### src/hdl/wcc_defines.svh
`ifndef WCC_DEFINES_SVH
`define WCC_DEFINES_SVH
// off time 0.69 times the timing network product, default 30 us
`define WCC_OFF_TIME_NS        30000
`define WCC_CLK_PERIOD_NS      20
`define WCC_OFF_CYCLES         ((`WCC_OFF_TIME_NS) / (`WCC_CLK_PERIOD_NS))
`define WCC_CNT_W              16
`define WCC_CUR_FULL           2'b00
`define WCC_CUR_60             2'b01
`define WCC_CUR_19             2'b10
`define WCC_CUR_INHIBIT        2'b11
`define WCC_ADDR_CTRL          4'h0
`define WCC_ADDR_STEP          4'h1
`define WCC_ADDR_STATUS        4'h2
`define WCC_ADDR_OFFCNT        4'h3
`define WCC_MODE_WAVE          2'b00
`define WCC_MODE_FULL          2'b01
`define WCC_MODE_HALF          2'b10
`define WCC_PIN_IDLE           2'b11
`define WCC_CMP_IDLE           2'b00
`define WCC_CTRL_FLOAT         6
`endif

### src/hdl/wcc_pkg.sv
`default_nettype none
package wcc_pkg;
    typedef enum logic [1:0] {
        WCC_LVL_FULL    = 2'b00,
        WCC_LVL_60      = 2'b01,
        WCC_LVL_19      = 2'b10,
        WCC_LVL_OFF     = 2'b11
    } wcc_level_t;
    typedef enum logic [2:0] {
        WCC_ST_IDLE     = 3'b001,
        WCC_ST_ON       = 3'b010,
        WCC_ST_CHOP     = 3'b100
    } wcc_state_t;
endpackage : wcc_pkg
`default_nettype wire

### src/hdl/wcc_if.sv
`default_nettype none
// logic pins between sequencer and one winding channel; inputs float high
interface wcc_if;
    logic direction;
    logic current_select_bit0;
    logic current_select_bit1;
    logic direction_oe;
    logic select_oe;
    modport device (input direction, current_select_bit0, current_select_bit1, direction_oe, select_oe);
    modport host   (output direction, current_select_bit0, current_select_bit1, direction_oe, select_oe);
endinterface : wcc_if
`default_nettype wire

### src/hdl/wcc_chopper.sv
// Chosen here: strobed register access and the register addresses.
`include "wcc_defines.svh"
// How it works
// - comparator rising edge starts off pulse
// - pulse length is cycle count of 0.69RC
// - triggers during pulse are ignored
// - off pulse drops sinks, source stays on
// - sink returns after pulse, cycle repeats
// - direction change swaps conducting diagonal
// - half step: flip direction with inhibit
// - wave drive uses 4 step sequence
// - half step uses 8 step sequence
// - full step follows step pulse and direction
// - select 00 100%, 01 60%, 10 19%, 11 off
// - low dir: high b, low a; high: high a, low b
// - undriven logic input reads as high
`default_nettype none
module wcc_chopper (
    // system
    input  wire logic                  clk,
    input  wire logic                  rst_n,
    // logic pins
    wcc_if.device                      pins,
    // analog front end
    input  wire logic                  currentComparator,
    input  wire logic [`WCC_CNT_W-1:0] offCycles,
    // bridge
    output logic                       high_side_switch_a,
    output logic                       high_side_switch_b,
    output logic                       low_side_switch_a,
    output logic                       low_side_switch_b,
    output logic [1:0]                 currentLevel,
    output logic                       chopActive
);
    typedef struct packed {
        logic [1:0]            dirSync;
        logic [1:0]            b0Sync;
        logic [1:0]            b1Sync;
        logic [1:0]            cmpSync;
        logic                  cmpPrev;
        logic                  sampled;
        wcc_pkg::wcc_state_t   state;
        logic [`WCC_CNT_W-1:0] count;
        logic                  hsA;
        logic                  hsB;
        logic                  lsA;
        logic                  lsB;
        logic [1:0]            level;
        logic                  chop;
    } wcc_dev_t;

    wcc_dev_t cur;
    wcc_dev_t next_cur;

    // open pin (enable low) reads as high
    logic dirPin;
    logic b0Pin;
    logic b1Pin;
    assign dirPin = pins.direction_oe ? pins.direction : 1'b1;
    assign b0Pin  = pins.select_oe ? pins.current_select_bit0 : 1'b1;
    assign b1Pin  = pins.select_oe ? pins.current_select_bit1 : 1'b1;

    function automatic logic [1:0] decodeLevel(input logic b0, input logic b1);
        case ({b1, b0})
            2'b00:   decodeLevel = `WCC_CUR_FULL;
            2'b01:   decodeLevel = `WCC_CUR_60;
            2'b10:   decodeLevel = `WCC_CUR_19;
            default: decodeLevel = `WCC_CUR_INHIBIT;
        endcase
    endfunction : decodeLevel

    // one step of a two-stage synchroniser
    function automatic logic [1:0] shiftIn(input logic [1:0] sync, input logic pin);
        shiftIn = {sync[0], pin};
    endfunction : shiftIn

    function automatic logic [`WCC_CNT_W-1:0] countDown(input logic [`WCC_CNT_W-1:0] value);
        countDown = value - `WCC_CNT_W'(1);
    endfunction : countDown

    logic dir;
    logic inhibit;
    logic cmpRise;
    logic [`WCC_CNT_W-1:0] loadCount;

    always_comb begin
        next_cur         = cur;
        next_cur.dirSync = shiftIn(cur.dirSync, dirPin);
        next_cur.b0Sync  = shiftIn(cur.b0Sync, b0Pin);
        next_cur.b1Sync  = shiftIn(cur.b1Sync, b1Pin);
        next_cur.cmpSync = shiftIn(cur.cmpSync, currentComparator);
        next_cur.cmpPrev = cur.cmpSync[1];
        next_cur.sampled = 1'b1;
        dir       = cur.dirSync[1];
        next_cur.level = decodeLevel(cur.b0Sync[1], cur.b1Sync[1]);
        inhibit   = (next_cur.level == `WCC_CUR_INHIBIT);
        cmpRise   = cur.cmpSync[1] & ~cur.cmpPrev & cur.sampled;
        // zero count would wrap to the maximum; least pulse is one cycle
        loadCount = (offCycles == '0) ? `WCC_CNT_W'(1) : offCycles;
        case (cur.state)
            wcc_pkg::WCC_ST_IDLE: begin
                if (cur.sampled) begin
                    next_cur.state = wcc_pkg::WCC_ST_ON;
                end
            end
            wcc_pkg::WCC_ST_ON: begin
                if (cmpRise) begin
                    next_cur.state = wcc_pkg::WCC_ST_CHOP;
                    next_cur.count = countDown(loadCount);
                end
            end
            wcc_pkg::WCC_ST_CHOP: begin
                // edges here are dropped, not queued
                if (cur.count == '0) begin
                    next_cur.state = wcc_pkg::WCC_ST_ON;
                end else begin
                    next_cur.count = countDown(cur.count);
                end
            end
            default: begin
                next_cur.state = wcc_pkg::WCC_ST_IDLE;
            end
        endcase
        if (next_cur.state == wcc_pkg::WCC_ST_IDLE || inhibit) begin
            next_cur.hsA = 1'b0;
            next_cur.hsB = 1'b0;
            next_cur.lsA = 1'b0;
            next_cur.lsB = 1'b0;
        end else begin
            // diagonal follows direction; swapping turns old pair off
            next_cur.hsA = dir;
            next_cur.hsB = ~dir;
            next_cur.lsA = ~dir & (next_cur.state != wcc_pkg::WCC_ST_CHOP);
            next_cur.lsB = dir & (next_cur.state != wcc_pkg::WCC_ST_CHOP);
        end
        // registered copy so the pulse output leaves a flop, not a decode
        next_cur.chop = (next_cur.state == wcc_pkg::WCC_ST_CHOP);
    end

    always_ff @(posedge clk) begin
        if (!rst_n) begin
            // pins start at their open level, so the bridge stays inhibited until synced
            cur <= '{
                dirSync: `WCC_PIN_IDLE,
                b0Sync:  `WCC_PIN_IDLE,
                b1Sync:  `WCC_PIN_IDLE,
                cmpSync: `WCC_CMP_IDLE,
                cmpPrev: 1'b0,
                sampled: 1'b0,
                state:   wcc_pkg::WCC_ST_IDLE,
                count:   '0,
                hsA:     1'b0,
                hsB:     1'b0,
                lsA:     1'b0,
                lsB:     1'b0,
                level:   `WCC_CUR_INHIBIT,
                chop:    1'b0
            };
        end else begin
            cur <= next_cur;
        end
    end

    assign high_side_switch_a = cur.hsA;
    assign high_side_switch_b = cur.hsB;
    assign low_side_switch_a  = cur.lsA;
    assign low_side_switch_b  = cur.lsB;
    assign currentLevel       = cur.level;
    assign chopActive         = cur.chop;
endmodule : wcc_chopper
`default_nettype wire

### src/flat_wrapper.sv
// flat-port wrapper written by rule: the top's interface ports become plain ports
module wcc_chopper_flat 
  (clk, rst_n, currentComparator, offCycles, high_side_switch_a, high_side_switch_b, low_side_switch_a, low_side_switch_b, currentLevel, chopActive, pins_direction, pins_current_select_bit0, pins_current_select_bit1, pins_direction_oe, pins_select_oe);
  wcc_if pins_i ();
  input  wire logic clk;
  input  wire logic rst_n;
  input  wire logic currentComparator;
  input  wire logic [`WCC_CNT_W-1:0] offCycles;
  output logic high_side_switch_a;
  output logic high_side_switch_b;
  output logic low_side_switch_a;
  output logic low_side_switch_b;
  output logic [1:0] currentLevel;
  output logic chopActive;
  input wire logic [$bits(pins_i.direction)-1:0] pins_direction;
  input wire logic [$bits(pins_i.current_select_bit0)-1:0] pins_current_select_bit0;
  input wire logic [$bits(pins_i.current_select_bit1)-1:0] pins_current_select_bit1;
  input wire logic [$bits(pins_i.direction_oe)-1:0] pins_direction_oe;
  input wire logic [$bits(pins_i.select_oe)-1:0] pins_select_oe;
  assign pins_i.direction = pins_direction;
  assign pins_i.current_select_bit0 = pins_current_select_bit0;
  assign pins_i.current_select_bit1 = pins_current_select_bit1;
  assign pins_i.direction_oe = pins_direction_oe;
  assign pins_i.select_oe = pins_select_oe;
  wcc_chopper u_core (.clk(clk), .rst_n(rst_n), .pins(pins_i), .currentComparator(currentComparator), .offCycles(offCycles), .high_side_switch_a(high_side_switch_a), .high_side_switch_b(high_side_switch_b), .low_side_switch_a(low_side_switch_a), .low_side_switch_b(low_side_switch_b), .currentLevel(currentLevel), .chopActive(chopActive));
endmodule
### config.mk
export PLATFORM = sky130hd
export DESIGN_NAME = wcc_chopper_flat
export DESIGN_NICKNAME = d
export VERILOG_FILES = /design/src/hdl/wcc_pkg.sv /design/src/hdl/wcc_if.sv /design/src/hdl/wcc_chopper.sv /design/src/flat_wrapper.sv
export VERILOG_INCLUDE_DIRS = /design/src /design/src/hdl
export SDC_FILE = /design/constraint.sdc
export NUM_CORES = 1
export LEC_CHECK = 0
export BUFFER_PORTS_ARGS = -buffer_cell sky130_fd_sc_hd__buf_2
export CAP_MARGIN = 0
export CORE_ASPECT_RATIO = 1.75
export CORE_MARGIN = 5
export CORE_UTILIZATION = 52
export CTS_BUF_LIST = sky130_fd_sc_hd__clkbuf_4 sky130_fd_sc_hd__clkbuf_8
export CTS_CLUSTER_DIAMETER = 60
export DETAILED_ROUTE_END_ITERATION = 10
export GPL_ROUTABILITY_DRIVEN = 0
export GPL_TIMING_DRIVEN = 1
export MAX_ROUTING_LAYER = met4
export PLACE_DENSITY = 0.75
export SETUP_SLACK_MARGIN = 0.3
export SYNTH_ARGS = -nofsm -noshare
export SYNTH_HDL_FRONTEND = slang
export SYNTH_SLANG_ARGS = --single-unit
### constraint.sdc
create_clock -name clk -period 2.7 [get_ports clk]
set_clock_uncertainty 0.1 [all_clocks]
set_input_delay 0.54 -clock clk [delete_from_list [all_inputs] [get_ports clk]]
set_output_delay 0.54 -clock clk [all_outputs]
set_load 0.005 [all_outputs]
=== After elaboration in Yosys (flattened, before gate mapping) ===
Index checks and enable logic that the tools add are counted.

* $add $sub $neg: 2
* Multiply operators: 0
* Divide/modulo/power cells: 0
* $lt $le $gt $ge: 0
* Eq/ne operators: 11
* Shift operators: 0
* Multiplexer cells: 10
* Bitwise gates (word level): 7
* Reduce and logical (&&, ||, !) cells: 9

{| class="wikitable"
|+ Operators with widths
! operator !! count
|-
| zero test 16 bit || 2
|-
| 2-to-1 mux 16 bit || 2
|-
| case mux 16 bit (2 select lines) || 1
|-
| subtractor 16 x 1 -> 16 bit (second input constant) || 2
|-
| 2-to-1 mux 27 bit || 1
|-
| 2-to-1 mux 19 bit || 1
|-
| case mux 3 bit (3 select lines) || 1
|-
| == test 3 x 1 -> 1 bit (second input constant) || 2
|-
| == test 3 bit (second input constant) || 2
|-
| 2-to-1 mux 3 bit || 2
|-
| case mux 2 bit (3 select lines) || 1
|-
| bitwise AND 1 bit || 4
|-
| == test 2 bit (second input constant) || 2
|-
| 2-to-1 mux 4 bit || 1
|-
| AND reduction 2 bit || 2
|-
| == test 3 x 2 -> 1 bit (second input constant) || 1
|-
| inequality test 3 bit (second input constant) || 1
|-
| inverter 1 bit || 3
|-
| AND reduction 3 bit || 1
|-
| == test 2 x 1 -> 1 bit (second input constant) || 1
|-
| zero test 2 bit || 1
|-
| inequality test 2 x 1 -> 1 bit (second input constant) || 1
|-
| inequality test 2 bit (second input constant) || 1
|-
| nonzero test 2 bit || 1
|-
| other kinds (2) || 2
|}

* Register bits: 36
* Latch bits: 0
* Bits in writable memories: 0
* Memory bits (read-only): 0
* Output and inout port bits: 7
* Logic and storage cells: 56
* Memories: 0

=== Depth between registers and ports, before layout ===
Gate-level depths: netlist of run 1.

* Depth in word-level cells: 9
* Mapped depth: 11
* Mapped depth without buffers: 9

=== Worst setup path before layout of run 1 ===
No wires, ideal clock.

* Path kind: input to register
* From: input port offCycles[1]
* To: register u_core.cur[17] (netlist name)
* Library setup time: 0.058 ns
* Arrival time: 2.743 ns
* Data required time: 2.542 ns
* Setup slack: -0.201 ns
* Cell stages on the path: 11
* Path buffers: 2
* Cells stage by stage: or4_1 -> clkbuf_1 -> nor3_1 -> a21oi_1 -> ha_1 -> or3b_2 -> clkbuf_1 -> nor4_1 -> nand3b_1 -> a31oi_1 -> o221a_2

* Word-level cells in the longest chain between the ends: 5

{| class="wikitable"
|+ RTL lines
! what !! line !! source
|-
| from (decl) || flat_wrapper.sv:8 || <nowiki>input wire logic [`WCC_CNT_W-1:0] offCycles;</nowiki>
|-
| zero test 16 bit || wcc_chopper.sv:99 || <nowiki>loadCount = (offCycles == '0) ? `WCC_CNT_W'(1) : offCycles;</nowiki>
|-
| 2-to-1 mux 16 bit (*) || wcc_chopper.sv:99 ||
|-
| subtractor 16 x 1 -> 16 bit (*) || wcc_chopper.sv:78 || <nowiki>countDown = value - `WCC_CNT_W'(1);</nowiki>
|-
| 2-to-1 mux 19 bit (*) || wcc_chopper.sv:107 || <nowiki>if (cmpRise) begin</nowiki>
|-
| case mux 16 bit (2 select lines) (*) || wcc_chopper.sv:100 || <nowiki>case (cur.state)</nowiki>
|-
| to (signal assigned) || wcc_chopper.sv:143 || <nowiki>cur <= '{</nowiki>
|-
| to (signal assigned) || wcc_chopper.sv:160 || <nowiki>cur <= next_cur;</nowiki>
|-
| to (decl) || wcc_chopper.sv:52 || <nowiki>wcc_dev_t cur;</nowiki>
|}

Mark *: on every way between the ends. The rest lies on a longest branch, timed or not. The select of a mux whose other input is x is not followed.
A chain may end at the register's enable or synchronous reset.

=== Worst setup path after layout of run 1 ===
* From: input port offCycles[2]
* To: register u_core.cur[17] (netlist name)

Same word-level chain as after synthesis.

==> results of run 1 <==
[metrics by stage]
step / setup WS [ps] / total power, mW
after floorplan: 63.1 / 0.601
after detailed placement: -39.3 / 0.650
after global routing: 201 / 1.07
after global placement: -5.06 / 0.648
after CTS: 307 / 1.02
final: 272 / 1.02
[cell usage in the layout (no fill, tap or decap), types with 3 or more instances in the layout]
cell type	count
a32o_1	3
or4_1	6
clkbuf_8	5
or3_1	9
nor4_1	5
o21ai_0	16
xor2_1	3
nand2_1	13
and2_1	4
nor3_1	11
a21oi_1	14
buf_2	28
dfxtp_1	36
inv_1	8
o22ai_1	3
o41ai_1	3
a31oi_1	5
nor2_1	12
xnor2_1	4
o32ai_1	3
o31ai_1	3
buf_4	25
nand2b_1	7
nand3_1	5
nand3b_1	7
[what timing repair did]
action                     in CTS  in global routing
pin swaps                       0                  8
buffers inserted                0                  4
setup endpoints to repair       5                  4
gates resized for setup         3                  6
[worst reg2reg max path: stages, from the launching register on]
cell and delay [ps]:
dfxtp_1 360, or3_1 450, nor4_1 530, a31oi_1 320
buf_4 250, o21ai_0 180, a21oi_1 60
[layer usage]
layer / vias up / share of wire [%] / track usage, %
met5: - / 0 / -
met2: 86 / 54 / 38.8
met4: 0 / 5.2 / 14.8
li1: 970 / - / -
met3: 25 / 6.2 / 4.58
met1: 936 / 35 / 20.4
[state kept, by name, summed over array words and instances, names as in the netlist]
signal / cells
u_core.chopActive: 1
u_core.cur: 29
u_core.currentLevel: 2
u_core.high_side_switch_a: 1
u_core.high_side_switch_b: 1
u_core.low_side_switch_a: 1
u_core.low_side_switch_b: 1
[kinds of logic after synthesis]
| logic type | Yosys count |
|---|---|
| compound gates | 66 |
| xor+xnor | 7 |
| fa+ha+maj | 2 |
| buf+inv | 23 |
| flops | 36 |
| simple gates | 99 |
[where the power goes]
| part | internal [mW] | switching (mW) |
|---|---|---|
| Clock | 0.180 | 0.195 |
| Sequential | 0.540 | 0.00593 |
| Combinational | 0.0496 | 0.0503 |
| Total | 0.769 | 0.251 |
[layout make-up]
cell class,count,area share (%)
inverters,8,1.25
repair buffers,55,14.6
flip-flops and latches,36,30.0
multi-input cells,174,48.2
clock buffers,5,2.86
clock inverters,3,0.781
well taps,46,2.39
[path summary, 6_finish.rpt]
kind              slack [ps]  depth (start not counted)           start              to
setup reg to reg         350                          6  u_core.cur[17]   u_core.cur[7]
hold reg to reg          310                          1  u_core.cur[34]  u_core.cur[35]
setup / recovery         270                         10    offCycles[2]  u_core.cur[17]
hold / removal           310                          1  u_core.cur[34]  u_core.cur[35]
==> results.toml, run 1 <==
[logic_synthesis]
synthSimpleGateAreaFrac_pct = 29.8
synthCells = 233
synth_top_family_by_area = "simple AND/OR/NAND/NOR gates"
synth-compound-area-share_pct = 23.0
ys_seq_elements = 36
synth.distinct_cells = 46
synth_common_cells = "dfxtp_1 (36), o21ai_0 (17), a21oi_1 (15)"
syn_nets = 259
synth_edf_count = 0
yosys-top-cells-area = "dfxtp_1 (38%), o21ai_0 (4.5%), a21oi_1 (3.9%)"
synth_area_mm2 = 0.00191
synth-adder-area-share_pct = 1.31
synth_area_per_cell_um2 = 8.19
synth_warnings = 0
synth.top_cell.area_share_pct = 37.8
synth_ff_type = "dfxtp_1"
synthMuxAreaShare_pct = 0
yosysMostFrequentCell = "dfxtp_1"
async_flop_share_pct = 0
synth_area_leader_cell = "dfxtp_1"
synth_xor_area_share_pct = 3.21
ys_seq_area_share_pct = 37.8

[cells_and_area]
multi_input_area_mm2 = 0.00116
fin_cells = 327
regArea_um2 = 721
drive_above_1_share_pct = 28.5
stdcell_area_mm2 = 0.00240
nNetsFinal = 306
diodes = 0
num-fill-cells = 351
fin_util_pct = 66.9
syn_to_final_growth_pct = 26.0

[power_and_ir_drop]
cellLeakagePower_nw = 0.948
vdd_drop_max_mv = 0.387
p_per_area_mw_per_mm2 = 424

[floorplan]
die-area_mm2 = 0.00503
io_pins = 31
core_mm2 = 0.00359
die_y_um = 90.1
rows = 29
start_util_pct = 53.1
die_w_um = 55.8

[worst_setup_path]
critPathTopFamily = "simple AND/OR/NAND/NOR gates"
path_cells = "buf_6 -> or4_4 -> nor3_4 -> a21oi_2 -> ha_2 -> or3b_4 -> nor4_2 -> nand3b_1 -> a31oi_1 -> o221a_2"
worstSetupPathType = "input pin to flop"
worst_path_largest_cell_delay_ps = 560
critPathArrivalTime_ps = 2560
critPathMaxFanout = 8
cp_slowest_cell = "or4_4"
critPathCaptureType = "flop"
critPathLaunchType = "input pin"
cp.required_ps = 2830
worst-path-buf-inv = 1

[timing]
finalSetupTns_ps = 0
worst_pin_slew_ps = 665
fmax_ghz = 0.412
drv_slew = 0
rsz0062_at_grt = "yes"
finalSetupViolations = 0
period_share_pct = 89.9
hold_viol_final = 0
period_needed_ps = 2430
max_slew_margin_pct = 55.2
fin_hold_ws_ps = 313

[clocking]
cts_hold_buf = 0
clock-root-buffer = "clkbuf_8"
numCtsBuffers = 5
cts_tree = "done"
htreeDepth = 2
clkTransAtPathRegs_ps = 70
clk_latency_ps = 290
cts_buffer_depth = 2
cts_num_sinks = 36

[drt]
wl_per_cell_um = 16.1
ant_nets = 0
drt-initial-drc-count = 65
dr.pass1.iters = 5
drc_errors = 0
vias = 2017
drt_wl_total_um = 5270
viasPerCell = 6.17

[global_routing]
antenna_found_initial = 0
grt_pass1_wl_um = 8600
grt_max_degree = 24
grt_overflow_total = 0
globalRouteTotalUtil_pct = 21.8
grt_pass1_vias = 1941

[place]
place_area_mm2 = 0.00224
portBuffers = 30
post-place-cells = 315
dp_hpwl_um = 3970

[status]
status = "finished, final reports clean"

[flow_run]
drv_cap = 0

[hold_path]
hp-class = "flop to flop"
(Power assumes the default switching activity.)
==> run 2, diff against run 1 <==
--- a/config.mk
+++ b/config.mk
@@ -10,15 +10,16 @@
 export CAP_MARGIN = 0
 export CORE_ASPECT_RATIO = 1.75
 export CORE_MARGIN = 5
-export CORE_UTILIZATION = 52
+export CORE_UTILIZATION = 62
 export CTS_BUF_LIST = sky130_fd_sc_hd__clkbuf_4 sky130_fd_sc_hd__clkbuf_8
 export CTS_CLUSTER_DIAMETER = 60
 export DETAILED_ROUTE_END_ITERATION = 10
 export GPL_ROUTABILITY_DRIVEN = 0
 export GPL_TIMING_DRIVEN = 1
 export MAX_ROUTING_LAYER = met4
-export PLACE_DENSITY = 0.75
+export PLACE_DENSITY = 0.84
 export SETUP_SLACK_MARGIN = 0.3
 export SYNTH_ARGS = -nofsm -noshare
 export SYNTH_HDL_FRONTEND = slang
 export SYNTH_SLANG_ARGS = --single-unit
+export TNS_END_PERCENT = 30
==> constraint.sdc (replaced) <==
create_clock -name clk -period 3.15 [get_ports clk]
set_clock_uncertainty 0.1 [all_clocks]
set_input_delay 0.63 -clock clk [delete_from_list [all_inputs] [get_ports clk]]
set_output_delay 0.63 -clock clk [all_outputs]
set_load 0.005 [all_outputs]
==> run 2 against run 1 <==
Compared with the run above: critical path depth did not move; critical path type unchanged; largest cell class unchanged; critical endpoint unchanged; highest routed layer unchanged; design area fell by 9.2%; register-to-register slack improved by 340 ps; hold slack improved by 3.2 ps; total power fell by 16%; global-route usage rose by 2.1 points.
==> results.toml, run 2 (synthesis results as in run 1) <==
[floorplan]
core_mm2 = 0.00296
io_pins = 31
die_y_um = 83.4
die_w_um = 51.9
start_util_pct = 64.5
die-area_mm2 = 0.00433
rows = 26

[clocking]
numCtsBuffers = 5
cts_buffer_depth = 2
clk_latency_ps = 290
cts_hold_buf = 0
cts_tree = "done"
clkTransAtPathRegs_ps = 70
clock-root-buffer = "clkbuf_8"
postCtsResizedCells = 0
htreeDepth = 2
cts_num_sinks = 36
cts_setup_buffers = 0

[timing]
period_share_pct = 87.6
drv_slew = 0
worst_pin_slew_ps = 629
hold_viol_final = 0
period_needed_ps = 2760
rsz0062_at_grt = "no"
finalSetupViolations = 0
fmax_ghz = 0.362
max_slew_margin_pct = 57.8
finalSetupTns_ps = 0

[worst_setup_path]
critPathLaunchType = "input pin"
critPathCaptureType = "flop"
ff2ff_setup_slack_ps = 690
cp.required_ps = 3290
worstSetupPathType = "input pin to flop"
critPathMaxFanout = 8
critPathArrivalTime_ps = 2900

[drt]
drt-initial-drc-count = 92
dr.pass1.iters = 4
drt_wl_total_um = 4730
vias = 1913
wl_per_cell_um = 15.6
drc_errors = 0
ant_nets = 0
viasPerCell = 6.31

[global_routing]
globalRouteTotalUtil_pct = 24.0
grt_overflow_total = 0
grt_pass1_wl_um = 7940
antenna_found_initial = 0
grt_pass1_vias = 1804
grt_max_degree = 24

[cells_and_area]
regMostFlops = "u_core.cur"
syn_to_final_growth_pct = 14.4
diodes = 0
regArea_um2 = 721
drive_above_1_share_pct = 19.9
num-fill-cells = 251
largest_reg_flops = 29
multi_input_area_mm2 = 0.00110
final_cell_mix = "dfxtp_1 (36), buf_2 (30), o21ai_0 (17)"
nNetsFinal = 286
layout_commonest_cell = "dfxtp_1"

[power_and_ir_drop]
p_int_uw = 645
cellLeakagePower_nw = 0.837
swShare_pct = 25.1
p_switching_uw = 216
p_total_uw = 861
vdd_drop_max_mv = 0.342
p_per_area_mw_per_mm2 = 395
clock_power_share_pct = 38.2
power_frac_seq_pct = 54.2
pwr-share-comb_pct = 7.5

[status]
status = "finished, final reports clean"

[place]
dp_hpwl_um = 3520
portBuffers = 30

[hold_path]
hp-class = "flop to flop"

[flow_run]
drv_cap = 0
run 2: changes by cell type in the layout (fill, tap and decap cells not counted), moves of 2 or more:
| cell | delta |
|---|---|
| nor4_1 | +2 |
| or4_1 | +2 |
| or4_4 | -2 |
| buf_6 | -2 |
| buf_4 | -20 |
| buf_2 | +2 |
run 2: area by class of cell:
type	count	area share, %
clock buffer	5	3.15
sequential	36	33.0
clock inverter	3	0.860
inverter	8	1.38
tap	42	2.41
multi-input combinational	174	50.6
timing repair buffer	35	8.60
run 2: power groups by stage:
stage	sequential [mW]	combinational (mW)	clock, mW
after floorplan	0.477	0.0350	0
after global placement	0.478	0.0628	0
after detailed placement	0.478	0.0641	0
after CTS	0.467	0.0642	0.333
after global routing	0.468	0.0729	0.353
final	0.467	0.0646	0.329
run 2: path summary, 6_finish.rpt:
path                         end  cells past startpoint      startpoint
setup / recovery  u_core.cur[17]                     10    offCycles[1]
hold / removal    u_core.cur[35]                      1  u_core.cur[34]
setup reg to reg  u_core.cur[12]                      7   u_core.cur[7]
hold reg to reg   u_core.cur[35]                      1  u_core.cur[34]
run 2: per-layer routing:
| layer | track usage (%) | up-vias | routed length (um) |
|---|---|---|---|
| met5 | - | - | 0 |
| met1 | 26.2 | 884 | 1770 |
| met4 | 15.0 | 0 | 152 |
| li1 | - | 928 | - |
| met2 | 38.3 | 84 | 2490 |
| met3 | 4.84 | 17 | 312 |
run 2: metrics by stage:
step	worst slack, ps	utilization [%]	instance area (um^2)	hold slack [ps]	std cells
after floorplan	323	-	1910	286	233
final	391	73.7	2180	316	303
after global routing	306	73.7	2180	333	303
after global placement	224	70.5	2090	288	295
after detailed placement	95.8	70.5	2090	296	295
after CTS	390	73.5	2180	313	303
run 2: critical path, stage by stage:
cell	delay [ps]
buf_2	110
or4_1	660
nor3_4	220
a21oi_1	100
ha_1	210
or3b_2	300
nor4_1	80
nand3b_1	170
a31oi_1	210
o221a_2	220
